File: src/pkg/pmd_pkg.sv
// Purpose: Shared constants and types for the peripheral module disable bank.
// Assumes: Classic Wishbone slave, 32-bit data, word register indexes.
// Notes: Byte address of a register is four times its index.
package pmd_pkg;

  localparam int unsigned PMD_NREG = 8;
  localparam int unsigned PMD_AW = 14;

  // Register indexes; the control 0 index sits just below control 1.
  localparam logic [11:0] PMD_IDX_CTRL0 = 12'h796;
  localparam logic [11:0] PMD_IDX_CTRL1 = 12'h797;
  localparam logic [11:0] PMD_IDX_CTRL2 = 12'h798;
  localparam logic [11:0] PMD_IDX_CTRL3 = 12'h799;
  localparam logic [11:0] PMD_IDX_CTRL4 = 12'h79a;
  localparam logic [11:0] PMD_IDX_CTRL5 = 12'h79b;
  localparam logic [11:0] PMD_IDX_CTRL6 = 12'h79c;
  localparam logic [11:0] PMD_IDX_CTRL7 = 12'h79d;

  // Bits that hold state in each register; all others read zero.
  localparam logic [7:0] PMD_MASK0 = 8'hc7;
  localparam logic [7:0] PMD_MASK1 = 8'h7f;
  localparam logic [7:0] PMD_MASK2 = 8'h80;
  localparam logic [7:0] PMD_MASK3 = 8'h67;
  localparam logic [7:0] PMD_MASK4 = 8'h6f;
  localparam logic [7:0] PMD_MASK5 = 8'h60;
  localparam logic [7:0] PMD_MASK6 = 8'h11;
  localparam logic [7:0] PMD_MASK7 = 8'h3f;
  localparam logic [7:0] PMD_RESET = 8'h00;

  // Field positions in control 0.
  localparam int unsigned PMD_B_CLKGATE = 7;
  localparam int unsigned PMD_B_FVR = 6;
  localparam int unsigned PMD_B_NVM = 2;
  localparam int unsigned PMD_B_CLKREF = 1;
  localparam int unsigned PMD_B_IOC = 0;

  // Memory re-enable settle time, ns, and its cycle count at 200 MHz.
  localparam int unsigned PMD_CLK_PERIOD_NS = 5;
  localparam int unsigned PMD_NVM_SETTLE_NS = 1000;
  localparam int unsigned PMD_NVM_SETTLE_CYC = PMD_NVM_SETTLE_NS / PMD_CLK_PERIOD_NS;
  localparam int unsigned PMD_REEN_HOLD_CYC = 2;

  typedef struct packed {
    logic [PMD_AW-1:0] adr;
    logic we;
    logic [3:0] sel;
    logic [31:0] dat;
  } pmd_wb_req_t;

  typedef struct packed {
    logic timer_6_off;
    logic timer_5_off;
    logic timer_4_off;
    logic timer_3_off;
    logic timer_2_off;
    logic timer_1_off;
    logic timer_0_off;
    logic num_osc_off;
    logic dac_off;
    logic adc_off;
    logic comparator2_off;
    logic comparator1_off;
    logic zero_cross_off;
    logic pwm_unit7_off;
    logic pwm_unit6_off;
    logic capcomp4_off;
    logic capcomp3_off;
    logic capcomp2_off;
    logic capcomp1_off;
    logic waveform_gen2_off;
    logic waveform_gen1_off;
    logic async_serial_off;
    logic sync_serial_off;
    logic signal_meas_timer_off;
    logic logic_cell_4_off;
    logic logic_cell_3_off;
    logic logic_cell_2_off;
    logic logic_cell_1_off;
    logic signal_modulator_off;
  } pmd_periph_off_t;

  typedef enum logic [2:0] {
    PMD_NVM_ON = 3'b001,
    PMD_NVM_OFF = 3'b010,
    PMD_NVM_SETTLE = 3'b100
  } pmd_nvm_state_t;

endpackage

File: src/hw/pmd_ctrl_reg.sv
// Purpose: One 8-bit disable register with a fixed mask of live bits.
// Assumes: Write strobe and data come from the bus slave on the same clock.
// Notes: Masked bits are never stored, so they read as zero.
`timescale 1ns/1ps
module pmd_ctrl_reg
  import pmd_pkg::*;
#(
  parameter logic [7:0] MASK = 8'hff
) (
  // Clock and reset
  input wire logic mclk_in,
  input wire logic resetn_in,
  // Write port
  input wire logic wr_in,
  input wire logic [7:0] data_in,
  // Stored value and a pulse per bit that clears this cycle
  output logic [7:0] value_out,
  output logic [7:0] cleared_out
);

  logic [7:0] val_q;
  logic [7:0] val_d;

  assign val_d = wr_in ? (data_in & MASK) : val_q; // [RL19]
  assign value_out = val_q;
  assign cleared_out = val_q & ~val_d;

  always_ff @(posedge mclk_in or negedge resetn_in) begin
    if (!resetn_in) begin
      val_q <= PMD_RESET; // [RL15]
    end else begin
      val_q <= val_d;
    end
  end

endmodule

File: src/hw/pmd_reen_hold.sv
// Purpose: Stretch a re-enable event into a short access hold window.
// Assumes: Event pulse is synchronous to the system clock.
// Notes: A new event restarts the window.
`timescale 1ns/1ps
module pmd_reen_hold
  import pmd_pkg::*;
#(
  parameter int unsigned CYCLES = 2
) (
  // Clock and reset
  input wire logic mclk_in,
  input wire logic resetn_in,
  // Event and window
  input wire logic start_in,
  output logic busy_out
);

  logic [9:0] cnt_q;
  logic [9:0] cnt_d;

  assign cnt_d = start_in ? 10'(CYCLES) : ((cnt_q != 10'h000) ? cnt_q - 10'h001 : cnt_q);
  assign busy_out = (cnt_q != 10'h000);

  always_ff @(posedge mclk_in or negedge resetn_in) begin
    if (!resetn_in) begin
      cnt_q <= 10'h000;
    end else begin
      cnt_q <= cnt_d;
    end
  end

endmodule

File: src/hw/pmd_bank.sv
// Purpose: Peripheral module disable bank behind a classic Wishbone slave.
// Assumes: 200 MHz system clock, asynchronous active-low reset.
// Notes: Every disable and gate output is registered.
//
// Functional notes
// [RL1] Clock-gate bit stops peripheral clock network.
// [RL2] Control 0 bit 6 disables voltage reference.
// [RL3] Memory-off blocks memory access and controller writes.
// [RL4] Memory-off makes pointer reads of memory zero.
// [RL5] Software waits 1 us after memory re-enable.
// [RL6] Control 0 bit 1 disables reference clock out.
// [RL7] Control 0 bit 0 disables pin-change logic.
// [RL8] Control 1 bits 0-6 disable timers 0-6.
// [RL9] Control 2 bit 7 disables numeric oscillator.
// [RL10] Control 3 disables DAC, ADC, comparators, zero-cross.
// [RL11] Control 4 disables PWM 7, 6, capture 4-1.
// [RL12] Control 5 disables waveform generators 2 and 1.
// [RL13] Control 6 disables async and sync serial.
// [RL14] Control 7 disables measure timer, cells, modulator.
// [RL15] System reset clears all disable bits.
// [RL16] Disabled peripheral held reset, outputs off, unreachable.
// [RL17] Re-enabled peripheral restarts from reset values.
// [RL18] Software avoids re-enabled registers two cycles.
// [RL19] Unused control bits read zero, ignore writes.
`timescale 1ns/1ps
module pmd_bank
  import pmd_pkg::*;
(
  // Clock and reset
  input wire logic mclk_in,
  input wire logic resetn_in,
  // Wishbone slave
  input wire logic wb_cyc_in,
  input wire logic wb_stb_in,
  input wire logic wb_we_in,
  input wire logic [PMD_AW-1:0] wb_adr_in,
  input wire logic [3:0] wb_sel_in,
  input wire logic [31:0] wb_dat_in,
  output logic [31:0] wb_dat_out,
  output logic wb_ack_out,
  output logic wb_err_out,
  // Control 0 outputs
  output logic periph_clock_gate_out,
  output logic voltage_ref_off_out,
  output logic memory_ctrl_off_out,
  output logic ref_clock_out_off_out,
  output logic pin_change_off_out,
  // Memory path gating
  output logic memory_access_block_out,
  output logic memory_ctrl_regs_wr_block_out,
  output logic indirect_pointer_zero_out,
  output logic memory_settling_out,
  // Peripheral disables, each held in reset while set
  output pmd_periph_off_t periph_off_out,
  // Per-register hold windows after any bit of it re-enables a peripheral
  output logic [PMD_NREG-1:0] reen_busy_out
);

  // Bus decode.
  pmd_wb_req_t req;
  logic [11:0] idx;
  logic access;
  logic [PMD_NREG-1:0] hit;
  logic mapped;
  logic wr_en;
  logic ack_q;
  logic err_q;
  logic [31:0] rdat_q;
  logic [31:0] rdat_d;
  logic [7:0] rsel;

  assign req = '{adr: wb_adr_in, we: wb_we_in, sel: wb_sel_in, dat: wb_dat_in};
  assign idx = req.adr[PMD_AW-1:2];
  assign access = wb_cyc_in && wb_stb_in && !ack_q && !err_q;

  assign hit[0] = (idx == PMD_IDX_CTRL0);
  assign hit[1] = (idx == PMD_IDX_CTRL1);
  assign hit[2] = (idx == PMD_IDX_CTRL2);
  assign hit[3] = (idx == PMD_IDX_CTRL3);
  assign hit[4] = (idx == PMD_IDX_CTRL4);
  assign hit[5] = (idx == PMD_IDX_CTRL5);
  assign hit[6] = (idx == PMD_IDX_CTRL6);
  assign hit[7] = (idx == PMD_IDX_CTRL7);
  assign mapped = |hit;
  // Only byte lane 0 carries register data; other lanes are ignored.
  assign wr_en = access && mapped && req.we && req.sel[0];

  localparam logic [7:0] MASKS [PMD_NREG] = '{PMD_MASK0, PMD_MASK1, PMD_MASK2,
    PMD_MASK3, PMD_MASK4, PMD_MASK5, PMD_MASK6, PMD_MASK7};

  logic [7:0] regv [PMD_NREG];
  logic [7:0] clr [PMD_NREG];
  logic [PMD_NREG-1:0] reen;

  genvar g;
  generate
    for (g = 0; g < PMD_NREG; g++) begin : g_reg
      pmd_ctrl_reg #(
        .MASK(MASKS[g])
      ) u_reg (
        .mclk_in(mclk_in),
        .resetn_in(resetn_in),
        .wr_in(wr_en && hit[g]),
        .data_in(req.dat[7:0]),
        .value_out(regv[g]),
        .cleared_out(clr[g])
      );
      assign reen[g] = |clr[g];
      // Registers restart from reset values on re-enable; the window flags
      // the two cycles software must leave them alone.
      pmd_reen_hold #(
        .CYCLES(PMD_REEN_HOLD_CYC)
      ) u_hold (
        .mclk_in(mclk_in),
        .resetn_in(resetn_in),
        .start_in(reen[g]), // [RL17] [RL18]
        .busy_out(reen_busy_out[g])
      );
    end
  endgenerate

  assign rsel = hit[0] ? regv[0] :
                hit[1] ? regv[1] :
                hit[2] ? regv[2] :
                hit[3] ? regv[3] :
                hit[4] ? regv[4] :
                hit[5] ? regv[5] :
                hit[6] ? regv[6] :
                hit[7] ? regv[7] : 8'h00;
  assign rdat_d = (access && mapped && !req.we) ? {24'h000000, rsel} : 32'h00000000;

  // Answer one cycle after the request, then drop for one cycle.
  always_ff @(posedge mclk_in or negedge resetn_in) begin
    if (!resetn_in) begin
      ack_q <= 1'b0;
      err_q <= 1'b0;
      rdat_q <= 32'h00000000;
    end else begin
      ack_q <= access && mapped;
      err_q <= access && !mapped;
      rdat_q <= rdat_d;
    end
  end

  assign wb_ack_out = ack_q;
  assign wb_err_out = err_q;
  assign wb_dat_out = rdat_q;

  // Memory controller state: settle window after re-enable.
  pmd_nvm_state_t nvm_q;
  pmd_nvm_state_t nvm_d;
  logic [7:0] settle_q;
  logic [7:0] settle_d;
  logic nvm_off;

  assign nvm_off = regv[0][PMD_B_NVM];

  always_comb begin
    nvm_d = nvm_q;
    settle_d = settle_q;
    case (nvm_q)
      PMD_NVM_ON: begin
        if (nvm_off) begin
          nvm_d = PMD_NVM_OFF;
        end
      end
      PMD_NVM_OFF: begin
        if (!nvm_off) begin
          nvm_d = PMD_NVM_SETTLE;
          settle_d = 8'(PMD_NVM_SETTLE_CYC - 1);
        end
      end
      PMD_NVM_SETTLE: begin
        if (nvm_off) begin
          nvm_d = PMD_NVM_OFF;
        end else if (settle_q == 8'h00) begin
          nvm_d = PMD_NVM_ON;
        end else begin
          settle_d = settle_q - 8'h01;
        end
      end
      default: begin
        nvm_d = PMD_NVM_ON;
      end
    endcase
  end

  always_ff @(posedge mclk_in or negedge resetn_in) begin
    if (!resetn_in) begin
      nvm_q <= PMD_NVM_ON;
      settle_q <= 8'h00;
    end else begin
      nvm_q <= nvm_d;
      settle_q <= settle_d;
    end
  end

  // Registered outputs.
  logic [4:0] c0_q;
  logic [2:0] mem_q;
  logic settle_out_q;
  pmd_periph_off_t off_q;
  pmd_periph_off_t off_d;

  assign off_d = '{
    timer_6_off: regv[1][6], // [RL8]
    timer_5_off: regv[1][5],
    timer_4_off: regv[1][4],
    timer_3_off: regv[1][3],
    timer_2_off: regv[1][2],
    timer_1_off: regv[1][1],
    timer_0_off: regv[1][0],
    num_osc_off: regv[2][7], // [RL9]
    dac_off: regv[3][6], // [RL10]
    adc_off: regv[3][5],
    comparator2_off: regv[3][2],
    comparator1_off: regv[3][1],
    zero_cross_off: regv[3][0],
    pwm_unit7_off: regv[4][6], // [RL11]
    pwm_unit6_off: regv[4][5],
    capcomp4_off: regv[4][3],
    capcomp3_off: regv[4][2],
    capcomp2_off: regv[4][1],
    capcomp1_off: regv[4][0],
    waveform_gen2_off: regv[5][6], // [RL12]
    waveform_gen1_off: regv[5][5],
    async_serial_off: regv[6][4], // [RL13]
    sync_serial_off: regv[6][0],
    signal_meas_timer_off: regv[7][5], // [RL14]
    logic_cell_4_off: regv[7][4],
    logic_cell_3_off: regv[7][3],
    logic_cell_2_off: regv[7][2],
    logic_cell_1_off: regv[7][1],
    signal_modulator_off: regv[7][0]
  };

  always_ff @(posedge mclk_in or negedge resetn_in) begin
    if (!resetn_in) begin
      c0_q <= 5'h00;
      mem_q <= 3'h0;
      settle_out_q <= 1'b0;
      off_q <= '0;
    end else begin
      c0_q[4] <= regv[0][PMD_B_CLKGATE]; // [RL1]
      c0_q[3] <= regv[0][PMD_B_FVR]; // [RL2]
      c0_q[2] <= nvm_off;
      c0_q[1] <= regv[0][PMD_B_CLKREF]; // [RL6]
      c0_q[0] <= regv[0][PMD_B_IOC]; // [RL7]
      mem_q[2] <= nvm_off; // [RL3]
      mem_q[1] <= nvm_off; // [RL3]
      mem_q[0] <= nvm_off; // [RL4]
      settle_out_q <= (nvm_d == PMD_NVM_SETTLE); // [RL5]
      off_q <= off_d; // [RL16]
    end
  end

  assign periph_clock_gate_out = c0_q[4];
  assign voltage_ref_off_out = c0_q[3];
  assign memory_ctrl_off_out = c0_q[2];
  assign ref_clock_out_off_out = c0_q[1];
  assign pin_change_off_out = c0_q[0];
  assign memory_access_block_out = mem_q[2];
  assign memory_ctrl_regs_wr_block_out = mem_q[1];
  assign indirect_pointer_zero_out = mem_q[0];
  assign memory_settling_out = settle_out_q;
  assign periph_off_out = off_q;

endmodule

File: config.mk
export PLATFORM = sky130hd
export DESIGN_NAME = pmd_bank
export DESIGN_NICKNAME = d
export VERILOG_FILES = /design/src/pkg/pmd_pkg.sv /design/src/hw/pmd_ctrl_reg.sv /design/src/hw/pmd_reen_hold.sv /design/src/hw/pmd_bank.sv
export SDC_FILE = /design/constraint.sdc
export NUM_CORES = 1
export LEC_CHECK = 0
export ABC_CLOCK_PERIOD_IN_PS = 2700
export BUFFER_PORTS_ARGS = -buffer_cell sky130_fd_sc_hd__clkbuf_2
export CAP_MARGIN = 20
export CORE_ASPECT_RATIO = 1.75
export CORE_MARGIN = 3
export CORE_UTILIZATION = 58
export CTS_CLUSTER_DIAMETER = 80
export DETAILED_ROUTE_END_ITERATION = 16
export PLACE_DENSITY = 0.81
export SKIP_LAST_GASP = 1
export SLEW_MARGIN = 10
export SYNTH_ARGS = -nofsm -noshare
export SYNTH_HDL_FRONTEND = slang
export SYNTH_SLANG_ARGS = --single-unit
File: constraint.sdc
create_clock -name mclk_in -period 2.7 [get_ports mclk_in]
set_input_delay 0.135 -clock mclk_in [delete_from_list [all_inputs] [get_ports mclk_in]]
set_output_delay 0.135 -clock mclk_in [all_outputs]
set_load 0.01 [all_outputs]
==> impl_metrics.ini <==
[route]
drc = 0
routed.top_layer = met4
via_per_inst = 5.93
antenna_left = 0
wl_met3_um = 875
dr.pass1.iters = 5
totalWireLength_um = 21600
met1_length_um = 7980
vias = 7063
post_drt_wl_per_cell_um = 18.1
dr_wl_met2_um = 11500
drt_iter0_markers = 378

[power_and_ir_drop]
power.static_leakage_nw = 4.87
peakVddDrop_mv = 0.493
p_per_area_nw_per_um2 = 566

[clock_network]
cts_max_path_buffers = 2
numCtsBuffers = 17
insertion_delay_ns = 0.44
tritoncts = built
cts.repair.resized = 0
clock-sinks = 200
clk_pin_slew_ns = 0.08
cts_root_buffer = clkbuf_16
htree_levels = 4

[final_layout]
drive_gt1_frac = 0.181
final_common_cell = dfrtp_1
fillers = 1197
diodes = 0
nets = 1055
syn2layout_area_growth_pct = 12.0
seq_area_sq_um = 5010
layout_common_cells = 199 x dfrtp_1, 101 x nor2_1, 80 x clkbuf_2, 58 x nand2_1, 42 x nor3_1
multi_input_area_sq_um = 4030

[floorplanning]
core-area_sq_um = 16000
dieWidth_um = 103
die_h_um = 175
initial_utilization = 0.594
dieArea_sq_um = 18000
io_pins = 135
std_cell_rows = 61

[yosys]
yosysWarnings = 0
synth_top_area_frac = 0.525
synthTopCellsByArea = dfrtp_1 53%, nor2_1 4.0%, mux2_2 3.7%, mux2i_1 3.3%, buf_4 2.9%
ys_ff_latch = 200
post_synth.cell_area_avg_sq_um = 10.5
syn_area_sq_um = 9480
ys.flop_type = dfrtp_1
synth_edf_count = 0
synth_cell_types = 69
seq_area_frac_synth = 0.528
ys_async_sr_fraction = 1.00
synthCells = 906
synth_top_area_cell = dfrtp_1

[worst_hold_path]
worstHoldEndpoint = g_reg[1].u_reg.value_out[4]
hold_start = wb_dat_in[4]
min_delay_path_depth = 2
min_path_type = in -> reg

[placed_design]
io_buffers = 81
place.gp.congestion = 0.952
dp_hpwl_um = 15500

[timing]
fin_crit_sh = 0.945
fin_skew_ns = 0.0163
setup_viol = 0
hold_viol_final = 0
timing.hold.ws_ns = 0.0186
worst_pin_slew_ns = 0.804
slew_headroom = 0.450
rsz0062_at_grt = no
slew_violations = 0
min_period_ns = 2.55
fmax_ghz = 0.392
setup_tns_ns = 0

[setup_path]
reg2reg_depth = 7
critPathKind = reg -> out
reg2reg_slack_ns = 0.37
regToRegStartpoint = g_reg[3].u_hold.cnt_q[0]
cp-end-kind = output port
r2r_end = g_reg[3].u_hold.cnt_q[7]
worstPathRequired_ns = 2.57
start_kind = flop
path_max_fanout = 9
arrival_ns = 2.42
cp-startpoint = g_reg[3].u_hold.cnt_q[0]

[grt]
grt_use_total = 0.257
grt_overflow = 0
grt_max_degree = 85
grt_pass1_vias = 7218
grt_pass1_wl_um = 35800
antenna_found_initial = 0

[flow_run]
drv_cap = 0

[status]
status = finished, final reports clean
layer usage:
layer,GRT usage,vias up
li1,-,3295
met1,0.294,3461
met2,0.445,235
met3,0.0412,72
met4,0.143,0
met5,0,-
cells by family (layout without fill, tap and decap cells):
family	Yosys count	in the layout	share of synthesized area
AO/OA/AOI/OAI	143	143	0.102
XOR/XNOR	28	28	0.0259
adder cells (fa/ha/maj)	10	10	0.0132
buffers and inverters	97	171	0.0562
flip-flops	200	200	0.528
multiplexers	62	62	0.0695
other	1	24	0.000396
AND/OR/NAND/NOR	365	365	0.205
flip-flops by register name, summed over array words and instances, names as in the netlist:
name                 count
c0_q                     5
g.u_hold.cnt_q          80
g.u_reg.value_out       64
memory_settling_out      1
nvm_q                    3
periph_off_out          29
settle_q                 8
wb_ack_out               1
wb_dat_out               8
wb_err_out               1
report_power, final:
part / internal [mW] / switching [mW]
registers: 3.06 / 0.0859
clock network: 1.26 / 1.29
logic: 0.109 / 0.207
total: 4.43 / 1.59
area by class of cell:
type                            count  area share
Timing Repair Buffer              101      0.0560
Sequential cell                   200       0.471
Tap cell                          189      0.0223
Inverter                           38      0.0134
Multi-Input combinational cell    632       0.379
Clock inverter                     15      0.0173
Clock buffer                       17      0.0401
synth_stat cells (8+ instances only):
| master | count |
|---|---|
| a31oi_1 | 8 |
| or3_1 | 11 |
| nand2b_1 | 21 |
| mux2_2 | 31 |
| nand2_1 | 58 |
| xnor2_1 | 17 |
| inv_1 | 38 |
| nor2b_1 | 36 |
| or4_1 | 13 |
| o21ai_0 | 36 |
| buf_4 | 36 |
| o22ai_1 | 11 |
| nor3_1 | 42 |
| dfrtp_1 | 199 |
| nand3_1 | 15 |
| mux2i_1 | 31 |
| a21oi_1 | 39 |
| buf_2 | 8 |
| clkbuf_1 | 9 |
| xor2_1 | 11 |
| and2_1 | 18 |
| nor4_1 | 14 |
| ha_1 | 10 |
| nor2_1 | 101 |
stage by stage:
stage               utilization  worst slack (ns)  cells  total power, mW  instance area [sq um]
floorplan                     -             0.580    929             3.38                   9570
global placement          0.626             0.463   1158             3.50                   9990
detailed placement        0.626             0.419   1158             3.51                   9990
CTS                       0.666             0.145   1192             6.04                  10600
global route              0.666            0.0203   1192             6.22                  10600
finish                    0.666             0.149   1192             6.01                  10600
how the worst max path moves through the flow:
stage / end / slack [ns] / cells past startpoint
after floorplan: g_reg[3].u_hold.cnt_q[7] / 0.58 / 8
after detailed placement: g_reg[3].u_hold.cnt_q[3] / 0.42 / 7
after global placement: g_reg[0].u_hold.cnt_q[0] / 0.46 / 6
final: reen_busy_out[3] / 0.15 / 5
after global routing: reen_busy_out[3] / 0.02 / 5
after CTS: reen_busy_out[3] / 0.15 / 5
critical path: stages, from the launching register on:
cell and delay (ns):
dfrtp_1 0.41, inv_1 0.08, ha_1 0.16, or3b_2 0.48
or4_1 0.65, clkbuf_2 0.20
repair_timing:
action                                 CTS  global route
setup buffers                            0             0
endpoints found under the hold margin   82             0
hold buffers                             2             0
Note: power is estimated with default switching activity, not from simulation.
